==> config.mk <==
export PLATFORM = sky130hd
export DESIGN_NAME = tmr_one_pulse
export DESIGN_NICKNAME = d
export VERILOG_FILES = /design/src/rtl/tmr_pkg.sv /design/src/rtl/tmr_one_pulse.sv
export SDC_FILE = /design/constraint.sdc
export NUM_CORES = 1
export LEC_CHECK = 0
export BUFFER_PORTS_ARGS = -buffer_cell sky130_fd_sc_hd__buf_2
export CAP_MARGIN = 30
export CORE_UTILIZATION = 51
export DETAILED_ROUTE_END_ITERATION = 10
export GPL_TIMING_DRIVEN = 0
export PLACE_DENSITY = 0.7
export SYNTH_ARGS = -nofsm -noshare
export SYNTH_HDL_FRONTEND = slang
export SYNTH_SLANG_ARGS = --single-unit
==> constraint.sdc <==
create_clock -name clk -period 5.2 [get_ports clk]
set_input_delay 1.04 -clock clk [delete_from_list [all_inputs] [get_ports clk]]
set_output_delay 1.04 -clock clk [all_outputs]
set_load 0.05 [all_outputs]
==> src/rtl/tmr_pkg.sv <==
// Package: register map, field positions and state of the one-pulse timer
package tmr_pkg;
    // ------------------------------------------------------------------
    // Register offsets
    // ------------------------------------------------------------------
    localparam logic [7:0] ADDR_CTRL_TWO = 8'h3c;
    localparam logic [7:0] ADDR_CTRL_ONE = 8'h3d;
    localparam logic [7:0] ADDR_STATUS = 8'h3e;
    localparam logic [7:0] ADDR_CAP_A = 8'h3f;
    localparam logic [7:0] ADDR_CMP_A = 8'h40;
    localparam logic [7:0] ADDR_CNT = 8'h41;
    localparam logic [7:0] ADDR_ALT_CNT = 8'h42;
    localparam logic [7:0] ADDR_CAP_B = 8'h43;
    localparam logic [7:0] ADDR_CMP_B = 8'h44;
    localparam logic [7:0] ADDR_IRQ_STATUS = 8'h45;
    localparam logic [7:0] ADDR_IRQ_CLEAR = 8'h46;
    localparam logic [7:0] ADDR_IRQ_ENABLE = 8'h47;
    // ------------------------------------------------------------------
    // Field positions
    // ------------------------------------------------------------------
    localparam int C2_OUT_EN = 7;
    localparam int C2_SINGLE = 5;
    localparam int C2_PWM = 4;
    localparam int C2_PRESC_HI = 3;
    localparam int C2_PRESC_LO = 2;
    localparam int C2_EDGE_B = 1;
    localparam int C1_CAP_IE = 7;
    localparam int C1_CMP_IE = 6;
    localparam int C1_OVF_IE = 5;
    localparam int C1_FORCE_A = 3;
    localparam int C1_DURING = 2;
    localparam int C1_EDGE_A = 1;
    localparam int C1_AFTER = 0;
    localparam int IRQ_CAP_A = 0;
    localparam int IRQ_CAP_B = 1;
    localparam int IRQ_CMP_B = 2;
    localparam int IRQ_OVF = 3;
    localparam int IRQ_W = 4;
    // ------------------------------------------------------------------
    // Values
    // ------------------------------------------------------------------
    localparam logic [7:0] CTRL_TWO_MASK = 8'hfe;
    localparam logic [7:0] RESET_BYTE = 8'h00;
    localparam logic [7:0] CNT_LAST = 8'hff;
    localparam logic [7:0] TRIG_PRESET = 8'hfc;
    localparam logic [15:0] TRIG_CAPTURE = 16'hfffd;
    localparam int PRESC_W = 13;
    localparam logic [PRESC_W-1:0] PRESC_DIV2 = 13'h0002;
    localparam logic [PRESC_W-1:0] PRESC_DIV4 = 13'h0004;
    localparam logic [PRESC_W-1:0] PRESC_DIV8 = 13'h0008;
    localparam logic [PRESC_W-1:0] PRESC_ONE = 13'h0001;
    localparam logic [PRESC_W-1:0] PRESC_ZERO = 13'h0000;

    typedef struct packed {
        logic [7:0] ctl2;
        logic [7:0] ctl1;
        logic [7:0] cmp_a;
        logic [7:0] cmp_b;
        logic [7:0] cnt;
        logic [7:0] cap_a;
        logic [7:0] cap_b;
        logic [PRESC_W-1:0] presc;
        logic cap_a_f;
        logic cmp_a_f;
        logic ovf_f;
        logic cap_b_f;
        logic cmp_b_f;
        logic arm_cap_a;
        logic arm_cmp_a;
        logic arm_ovf;
        logic arm_cap_b;
        logic arm_cmp_b;
        logic [2:0] sync_a;
        logic [2:0] sync_b;
        logic filt_a;
        logic filt_b;
        logic out_a;
        logic [7:0] rdata;
        logic [IRQ_W-1:0] irq_st;
        logic [IRQ_W-1:0] irq_en;
    } tmr_state_type;
endpackage : tmr_pkg
==> src/rtl/tmr_one_pulse.sv <==
// Eight-bit timer with one-pulse mode, capture and compare channels
// Summary of operation
// Pulse mode only while single-shot select set
// Trigger presets counter, drives pulse, captures marker
// Capture flag raises interrupt when enabled
// Flag clears: status read, then capture access
// Compare match drives after-pulse level
// Software computes compare value from pulse time
// Compare flag a never set in pulse mode
// PWM select overrides single-shot select
// Equal levels give constant output
// Input b still captures; input a restarts
// Compare b flags time, no waveform
// Edge select picks rising or falling trigger
// Output enable hands pin to compare a
// Software orders setup: compare, control one, two
// Counter advances once per prescaled tick
`timescale 1ns/10ps
module tmr_one_pulse
    import tmr_pkg::*;
#(
    parameter int SLOW_PRESCALE = 8000
) (
    input wire logic clk,
    input wire logic reset,
    input wire logic [7:0] reg_addr,
    input wire logic [7:0] reg_wdata,
    input wire logic reg_write,
    input wire logic reg_read,
    output logic [7:0] reg_rdata,
    input wire logic trigger_input_a,
    input wire logic capture_input_b,
    output logic pulse_output_a,
    output logic pulse_output_a_oe,
    output logic irq
);
    tmr_state_type q;
    tmr_state_type n;

    logic single;
    logic stable_a;
    logic stable_b;
    logic ev_a;
    logic ev_b;
    logic tick;
    logic trig;
    logic match_a;
    logic match_b;
    logic ovf_ev;
    logic cap_a_set;
    logic cmp_a_set;
    logic [7:0] cnt_next;
    logic [PRESC_W-1:0] div;
    logic [IRQ_W-1:0] events;
    logic [IRQ_W-1:0] irq_clr;
    logic wr_ctl1;
    logic stat_rd;
    logic acc_cap_a;
    logic acc_cap_b;
    logic acc_cmp_a;
    logic acc_cmp_b;
    logic rd_cnt;

    // ------------------------------------------------------------------
    // Decode and mode
    // ------------------------------------------------------------------
    // PWM wins over single shot
    assign single = q.ctl2[C2_SINGLE] & ~q.ctl2[C2_PWM];
    assign stat_rd = reg_read && reg_addr == ADDR_STATUS;
    // Capture and compare clears accept reads and writes alike
    assign acc_cap_a = (reg_read || reg_write) && reg_addr == ADDR_CAP_A;
    assign acc_cap_b = (reg_read || reg_write) && reg_addr == ADDR_CAP_B;
    assign acc_cmp_a = (reg_read || reg_write) && reg_addr == ADDR_CMP_A;
    assign acc_cmp_b = (reg_read || reg_write) && reg_addr == ADDR_CMP_B;
    assign rd_cnt = reg_read && reg_addr == ADDR_CNT;
    assign wr_ctl1 = reg_write && reg_addr == ADDR_CTRL_ONE;

    // ------------------------------------------------------------------
    // Input filtering
    // ------------------------------------------------------------------
    // Stages 1 and 2 must agree before a level change counts
    assign stable_a = q.sync_a[1] == q.sync_a[2];
    assign stable_b = q.sync_b[1] == q.sync_b[2];
    assign ev_a = stable_a && q.sync_a[2] != q.filt_a
        && q.sync_a[2] == q.ctl1[C1_EDGE_A];
    assign ev_b = stable_b && q.sync_b[2] != q.filt_b
        && q.sync_b[2] == q.ctl2[C2_EDGE_B];

    // ------------------------------------------------------------------
    // Prescaler and counter
    // ------------------------------------------------------------------
    always_comb begin
        unique case (q.ctl2[C2_PRESC_HI:C2_PRESC_LO])
            2'h0: div = PRESC_DIV2;
            2'h1: div = PRESC_DIV4;
            2'h2: div = PRESC_DIV8;
            2'h3: div = PRESC_W'(SLOW_PRESCALE);
        endcase
    end

    assign tick = q.presc >= div - PRESC_ONE;
    assign trig = single && ev_a;

    always_comb begin
        cnt_next = q.cnt;
        if (trig) begin
            cnt_next = TRIG_PRESET;
        end else if (tick) begin
            cnt_next = q.cnt + 8'h01;
        end
    end

    assign ovf_ev = tick && !trig && q.cnt == CNT_LAST;
    assign match_a = tick && !trig && cnt_next == q.cmp_a;
    assign match_b = tick && !trig && cnt_next == q.cmp_b;
    // Ordinary capture on input a only outside pulse mode
    assign cap_a_set = trig || (ev_a && !single);
    assign cmp_a_set = match_a && !single;
    assign events = {ovf_ev, match_b, ev_b, cap_a_set};
    assign irq_clr = (reg_write && reg_addr == ADDR_IRQ_CLEAR)
        ? reg_wdata[IRQ_W-1:0] : {IRQ_W{1'b0}};

    // ------------------------------------------------------------------
    // Next state
    // ------------------------------------------------------------------
    always_comb begin
        n = q;
        n.sync_a = {q.sync_a[1:0], trigger_input_a};
        n.sync_b = {q.sync_b[1:0], capture_input_b};
        if (stable_a) begin
            n.filt_a = q.sync_a[2];
        end
        if (stable_b) begin
            n.filt_b = q.sync_b[2];
        end
        // A trigger also restarts the prescaler for an exact width
        n.presc = (tick || trig) ? PRESC_ZERO : q.presc + PRESC_ONE;
        n.cnt = cnt_next;

        // Pulse level: trigger first, then the compare match
        if (trig) begin
            n.out_a = q.ctl1[C1_DURING];
        end else if (match_a && !q.ctl2[C2_PWM]) begin
            n.out_a = q.ctl1[C1_AFTER];
        end else if (wr_ctl1 && reg_wdata[C1_FORCE_A] && !single) begin
            n.out_a = reg_wdata[C1_AFTER];
        end

        if (trig) begin
            n.cap_a = TRIG_CAPTURE[7:0];
        end else if (cap_a_set) begin
            n.cap_a = q.cnt;
        end
        if (ev_b) begin
            n.cap_b = q.cnt;
        end

        // Arming follows each status read
        if (stat_rd) begin
            n.arm_cap_a = q.cap_a_f;
            n.arm_cmp_a = q.cmp_a_f;
            n.arm_ovf = q.ovf_f;
            n.arm_cap_b = q.cap_b_f;
            n.arm_cmp_b = q.cmp_b_f;
        end
        if (acc_cap_a) begin
            n.arm_cap_a = 1'b0;
        end
        if (acc_cap_b) begin
            n.arm_cap_b = 1'b0;
        end
        if (acc_cmp_a) begin
            n.arm_cmp_a = 1'b0;
        end
        if (acc_cmp_b) begin
            n.arm_cmp_b = 1'b0;
        end
        if (rd_cnt) begin
            n.arm_ovf = 1'b0;
        end

        // Set wins over a clear in the same cycle
        n.cap_a_f = cap_a_set
            || (q.cap_a_f && !(acc_cap_a && q.arm_cap_a));
        n.cap_b_f = ev_b
            || (q.cap_b_f && !(acc_cap_b && q.arm_cap_b));
        n.cmp_a_f = cmp_a_set
            || (q.cmp_a_f && !(acc_cmp_a && q.arm_cmp_a));
        n.cmp_b_f = match_b
            || (q.cmp_b_f && !(acc_cmp_b && q.arm_cmp_b));
        n.ovf_f = ovf_ev || (q.ovf_f && !(rd_cnt && q.arm_ovf));

        n.irq_st = events | (q.irq_st & ~irq_clr);

        if (reg_write) begin
            unique case (reg_addr)
                ADDR_CTRL_TWO: n.ctl2 = reg_wdata & CTRL_TWO_MASK;
                ADDR_CTRL_ONE: n.ctl1 = reg_wdata;
                ADDR_CMP_A: n.cmp_a = reg_wdata;
                ADDR_CMP_B: n.cmp_b = reg_wdata;
                ADDR_IRQ_ENABLE: n.irq_en = reg_wdata[IRQ_W-1:0];
                default: n.rdata = q.rdata;
            endcase
        end

        // Read data stands only in the cycle after the strobe
        n.rdata = RESET_BYTE;
        if (reg_read) begin
            unique case (reg_addr)
                ADDR_CTRL_TWO: n.rdata = q.ctl2 & CTRL_TWO_MASK;
                ADDR_CTRL_ONE: n.rdata = q.ctl1;
                ADDR_STATUS: n.rdata = {q.cap_a_f, q.cmp_a_f, q.ovf_f,
                    q.cap_b_f, q.cmp_b_f, 3'h0};
                ADDR_CAP_A: n.rdata = q.cap_a;
                ADDR_CMP_A: n.rdata = q.cmp_a;
                ADDR_CNT: n.rdata = q.cnt;
                ADDR_ALT_CNT: n.rdata = q.cnt;
                ADDR_CAP_B: n.rdata = q.cap_b;
                ADDR_CMP_B: n.rdata = q.cmp_b;
                ADDR_IRQ_STATUS: n.rdata = {4'h0, q.irq_st};
                ADDR_IRQ_ENABLE: n.rdata = {4'h0, q.irq_en};
                default: n.rdata = RESET_BYTE;
            endcase
        end
    end

    always_ff @(posedge clk) begin
        if (reset) begin
            q <= '0;
        end else begin
            q <= n;
        end
    end

    // ------------------------------------------------------------------
    // Outputs
    // ------------------------------------------------------------------
    assign reg_rdata = q.rdata;
    assign pulse_output_a = q.out_a;
    assign pulse_output_a_oe = q.ctl2[C2_OUT_EN];
    assign irq = (|(q.irq_st & q.irq_en))
        || (q.ctl1[C1_CAP_IE] && (q.cap_a_f || q.cap_b_f))
        || (q.ctl1[C1_CMP_IE] && (q.cmp_a_f || q.cmp_b_f))
        || (q.ctl1[C1_OVF_IE] && q.ovf_f);
endmodule : tmr_one_pulse

==> Yosys cells after proc, flatten, opt, wreduce, memory -nomap -nowiden <==
Index checks and enable logic that the tools add are counted.
{ "op_classes": {"add_sub_neg": 3, "order_cmp": 1, "eq_ne": 24, "n_mux": 10, "bitwise_logic": 7, "reduce_logical": 74} }
{ "op_table": {"columns": ["cell", "count"], "rows": [
  ["$pmux 8 s10", 1],
  ["$eq 8x7->1 const B", 8],
  ["$pmux 13 s4", 1],
  ["$logic_and 1x1->1", 35],
  ["$eq 8x6->1 const B", 4],
  ["$mux 8", 4],
  ["$reduce_or 2->1", 9],
  ["$eq 8x8->1", 2],
  ["$add 13x1->13 const B", 1],
  ["$ge 13x13->1", 1],
  ["$logic_or 1x1->1", 13],
  ["$sub 13x1->13 const B", 1],
  ["$reduce_and 2->1", 5],
  ["$add 8x1->8 const B", 1],
  ["$and 4x4->4", 2],
  ["$eq 8x8->1 const B", 1],
  ["$logic_not 1->1", 8],
  ["$eq 1x1->1", 4],
  ["$eq 2x2->1 const B", 2],
  ["$mux 4", 1],
  ["$not 4->4", 1],
  ["$or 4x4->4", 1],
  ["$reduce_or 4->1", 1],
  ["$mux 1", 3],
  ["other kinds (7)", 9]
]} }
{ "totals": {"regBits": 103, "output_inout_bits": 11} }

==> Depth between registers and ports, before layout <==
{ "depth": {"depth_word": 11, "mapped_depth": 10} }

==> Worst setup path before layout <==
Ideal clock, no wire load.
{ "synth_timing": {"path_kind": "in2reg", "startpoint": "input reg_addr[7]", "endpoint": "register q[31] in the netlist's numbering", "arrival_time_ps": 2592, "required_time_ps": 5072, "path_slack_ps": 2481, "stages": 9, "path_cell_list": "nand2b_1 nor4_1 nor2b_1 and3_1 clkbuf_1 nor2b_1 nand2_1 a21oi_1 nor2_1"} }
{ "synth_via": {"elab_chain_cells": 6} }
{ "synth_rtl": {"columns": ["element", "line_no", "rtl"], "rows": [
  ["start, declared", "tmr_one_pulse.sv:26", "input wire logic [7:0] reg_addr,"],
  ["$eq 8x7->1", "tmr_one_pulse.sv:72", "assign acc_cap_b = (reg_read || reg_write) && reg_addr == ADDR_CAP_B;"],
  ["$logic_and 1x1->1", "tmr_one_pulse.sv:72", null],
  ["$logic_and 1x1->1", "tmr_one_pulse.sv:186", "|| (q.cap_b_f && !(acc_cap_b && q.arm_cap_b));"],
  ["$logic_not 1->1", "tmr_one_pulse.sv:186", null],
  ["$logic_and 1x1->1", "tmr_one_pulse.sv:186", null],
  ["$logic_or 1x1->1", "tmr_one_pulse.sv:186", null],
  ["end signal, assigned", "tmr_one_pulse.sv:231", "q <= n;"],
  ["end, declared", "tmr_one_pulse.sv:37", "tmr_state_type q;"]
]} }
Every way passes these cells.
A chain may end at the register's enable or synchronous reset.

==> Final worst setup path <==
{ "layout_timing": {"startpoint": "register q[99] in the netlist's numbering", "endpoint": "register q[6] in the netlist's numbering"} }
{ "layout_via": {"elab_chain_cells": 9, "elab_cells_between_ends": 13, "classes_between": "add/sub: 1; order compare: 1; eq/ne: 4; mux: 3; bitwise: 1; reduce/logical: 3"} }
{ "layout_rtl": {"columns": ["element", "line_no", "rtl"], "rows": [
  ["$eq 2x2->1, or another cell as far along", "tmr_one_pulse.sv:93", "unique case (q.ctl2[C2_PRESC_HI:C2_PRESC_LO])"],
  ["$pmux 13 s4 (*)", "tmr_one_pulse.sv:93", null],
  ["$sub 13x1->13 (*)", "tmr_one_pulse.sv:101", "assign tick = q.presc >= div - PRESC_ONE;"],
  ["$ge 13x13->1 (*)", "tmr_one_pulse.sv:101", null],
  ["$mux 8", "tmr_one_pulse.sv:108", "end else if (tick) begin"],
  ["$mux 8", "tmr_one_pulse.sv:106", "if (trig) begin"],
  ["$eq 8x8->1", "tmr_one_pulse.sv:115", "assign match_b = tick && !trig && cnt_next == q.cmp_b;"],
  ["$logic_and 1x1->1 (*)", "tmr_one_pulse.sv:115", null],
  ["$or 4x4->4 (*)", "tmr_one_pulse.sv:193", "n.irq_st = events | (q.irq_st & ~irq_clr);"]
]} }
Every way passes the cells marked *; elsewhere a longest branch is shown, timed or not. The select of a mux whose other input is x is not followed.

==> out/summary.txt <==
Via count: 4715
Main area contributors after synthesis: dfxtp_1, mux2i_1, nor2_1, a21oi_1, nand2_1
Pwr Density: 263 nW/um^2
CP Class: flip-flop to flip-flop
Hold WC Path Type: flip-flop to flip-flop
CP Capture Type: flip-flop
Inst Count DP: 762
Clock Tree Buf Depth: 2
Leakage: 0.00218 uW
Register Area: 2060 um^2
Multi-input gate area: 2970 um^2
Final ANT Viol Nets: 0
Max-cap violations: 0
Maximum VDD drop: 182 uV
Largest delay share family, worst path: compound AO/OA/AOI/OAI gates
Critical path cell sequence: nand2_1 -> ha_1 -> nand4_1 -> o22ai_1 -> o2111ai_4 -> a21oi_1 -> xor2_1 -> or3_1 -> a211oi_2 -> a31o_2
Seq/Total Area, Yosys: 39.2%
Final Max Tran Viols: 0
DRT Pass-1 Iters: 5
PortBufs: 31
Layout overhead on the synthesized area: 10.2%
Layout Nets: 676
Setup TNS: 0 ps
Final hold vios: 0
CP max stage cell: dfxtp_1
Clk_lat worst skew: 380 ps
DRC errors left: 0
Startpoint types: flip-flop
Status: finished clean
Filler cells: 884
Final WS setup: 2050 ps
Worst EP arrival: 3480 ps
Min Tclk post-route: 3150 ps
Postcts setup bufs: 0
DR WL/cell: 18.9 um
Worst slack, placed: 1860 ps
Post-synthesis cell area: 5260 um^2
Diode count: 0
H-tree depth: 3
Crit path max fanout: 6
Avg Cell Area, Syn: 8.81 um^2
GRT Total Usage: 28.6%
Worst-path clk slew: 100 ps
DPL Wire Length: 10900 um
Die ar.: 10700 um^2
Post-CTS resize count: 0
Share of the synthesized area in the top cell type: 39.2%
TritonCTS clock tree: yes
Core area: 9860 um^2
#FFs+latches synth: 103
Largest net degree at the start of global routing: 17
Num CTS Buffers: 9
Antenna violations before repair: 0
RSZ-0062 raised after global routing: no
Initial core utilization: 53.3%
Hold Buf Count CTS: 0
Routed Wire Length: 14700 um
Vias/cell: 6.06
Worst Tran Pin Value: 764 ps
# setup viols final: 0
Gp weighted congestion: 0.924
Syn. warnings: 0
Worst relative slew slack: 49.0%
# rows: 36
DRT iter0 DRCs: 396
Yosys cell types: 65
EDFF count, synth: 0
I/O pin cnt: 33
Asr flop ratio synth: 0%
Largest stage delay on the critical path: 450 ps
Final clock skew: 9.78 ps
First-pass GRT wire length: 23800 um
GRT overflow: 0
Fin cells: 778
Critical path data required time: 5540 ps
Post-synth top area cell: dfxtp_1
Clk sink count: 103
Fmax: 318 MHz
Top_reg_cell synth: dfxtp_1
Vias in the first global route: 4557
Share of cells above drive strength 1: 14.4%
Syn Inst Count: 597
Bufs and invs on worst path: 0
Die X: 104 um
Fin crit share: 60.5%
CTS Root Cell: clkbuf_8
Die Y: 104 um
==> cells in the mapped netlist (3+ instances only) <==
cell      instances
nand2b_1          5
nand4b_1          3
ha_1             14
buf_1             3
clkbuf_1         25
a21oi_1          41
a31oi_1           4
a22oi_1          15
nor3_1            8
a222oi_1          4
o21ai_1           3
nor2_1           82
and2_1            3
o21ai_0          13
nand3_1          30
and3_1           10
nor4_1            3
mux2_2            7
xor2_1           13
xnor2_1          19
dfxtp_1         103
or2_2             3
buf_4             8
nand4_1           7
inv_1             7
nand2_1          50
buf_2             6
a211oi_1          7
nor2b_1          12
mux4_2            5
a22o_1            4
mux2i_1          39
==> per-layer routing <==
layer | vias up | GRT usage [%] | wire length (um)
li1 | 2207 | - | -
met1 | 2274 | 35.1 | 6040
met2 | 196 | 46.6 | 6890
met3 | 38 | 7.87 | 1240
met4 | 0 | 12.8 | 517
met5 | - | 0 | 0
==> kinds of logic after synthesis <==
| group | count (synthesis) | share of synthesized area, % |
|---|---|---|
| AOI/OAI and AO/OA | 114 | 15.2 |
| xor gates and xnor gates | 32 | 5.33 |
| muxes | 51 | 11.1 |
| and+or+nand+nor | 232 | 21.3 |
| other | 1 | 0.0713 |
| buffers and inverters | 50 | 4.43 |
| DFF | 103 | 39.2 |
| adders and majority gates | 14 | 3.33 |
==> cell type report <==
type                            instances  share of cell area, %
Inverter                                7                  0.454
Sequential cell                       103                   35.6
Multi-Input combinational cell        445                   51.2
Clock inverter                          4                  0.929
Buffer                                 43                   3.56
Timing Repair Buffer                   31                   2.68
Tap cell                              133                   2.87
Clock buffer                           12                   2.68
==> final timing paths <==
| check | cells after the start | slack, ps | to | from |
|---|---|---|---|---|
| worst min-delay path | 1 | 450 | n[24]$_SDFF_PP0_ | n[23]$_SDFF_PP0_ |
| worst max register to register | 10 | 2050 | q[6]$_SDFF_PP0_ | q[99]$_SDFFE_PP0P_ |
| worst min register to register | 1 | 450 | n[24]$_SDFF_PP0_ | n[23]$_SDFF_PP0_ |
| worst max-delay path | 10 | 2050 | q[6]$_SDFF_PP0_ | q[99]$_SDFFE_PP0P_ |
==> through the flow <==
step / instance area, um^2 / total power (uW) / utilization, % / hold slack, ps
floorplan: 5260 / 953 / - / 414
global placement: 5580 / 1010 / 56.6 / 417
detailed placement: 5580 / 1020 / 56.6 / 434
CTS: 5790 / 1530 / 58.7 / 457
global route: 5790 / 1590 / 58.7 / 473
finish: 5790 / 1530 / 58.7 / 454
==> where the power goes <==
| group | switching [uW] | internal [uW] | total (uW) | leakage, uW |
|---|---|---|---|---|
| sequential | 17.7 | 805 | 823 | 0.000831 |
| combinational | 114 | 63.3 | 177 | 0.00125 |
| clock | 276 | 250 | 526 | 0.0000988 |
==> placed cells by master, fill, tap and decap left out, types with 8 or more instances in the layout <==
cell,netlist,final
nand3_1,30,30
buf_4,8,8
clkbuf_8,0,11
nor2b_1,12,12
dfxtp_1,103,103
buf_2,6,37
nor2_1,82,82
mux2i_1,39,39
and3_1,10,10
nor3_1,8,8
xnor2_1,19,19
o21ai_0,13,13
ha_1,14,14
a22oi_1,15,15
nand2_1,50,50
clkbuf_1,25,26
a21oi_1,41,41
xor2_1,13,13
==> registers in the layout, summed over array words and instances, names as in the netlist <==
register,count
n,4
reg_rdata,8
pulse_output_a_oe,1
q,89
pulse_output_a,1
No activity file was read; power rests on OpenSTA's default activity.
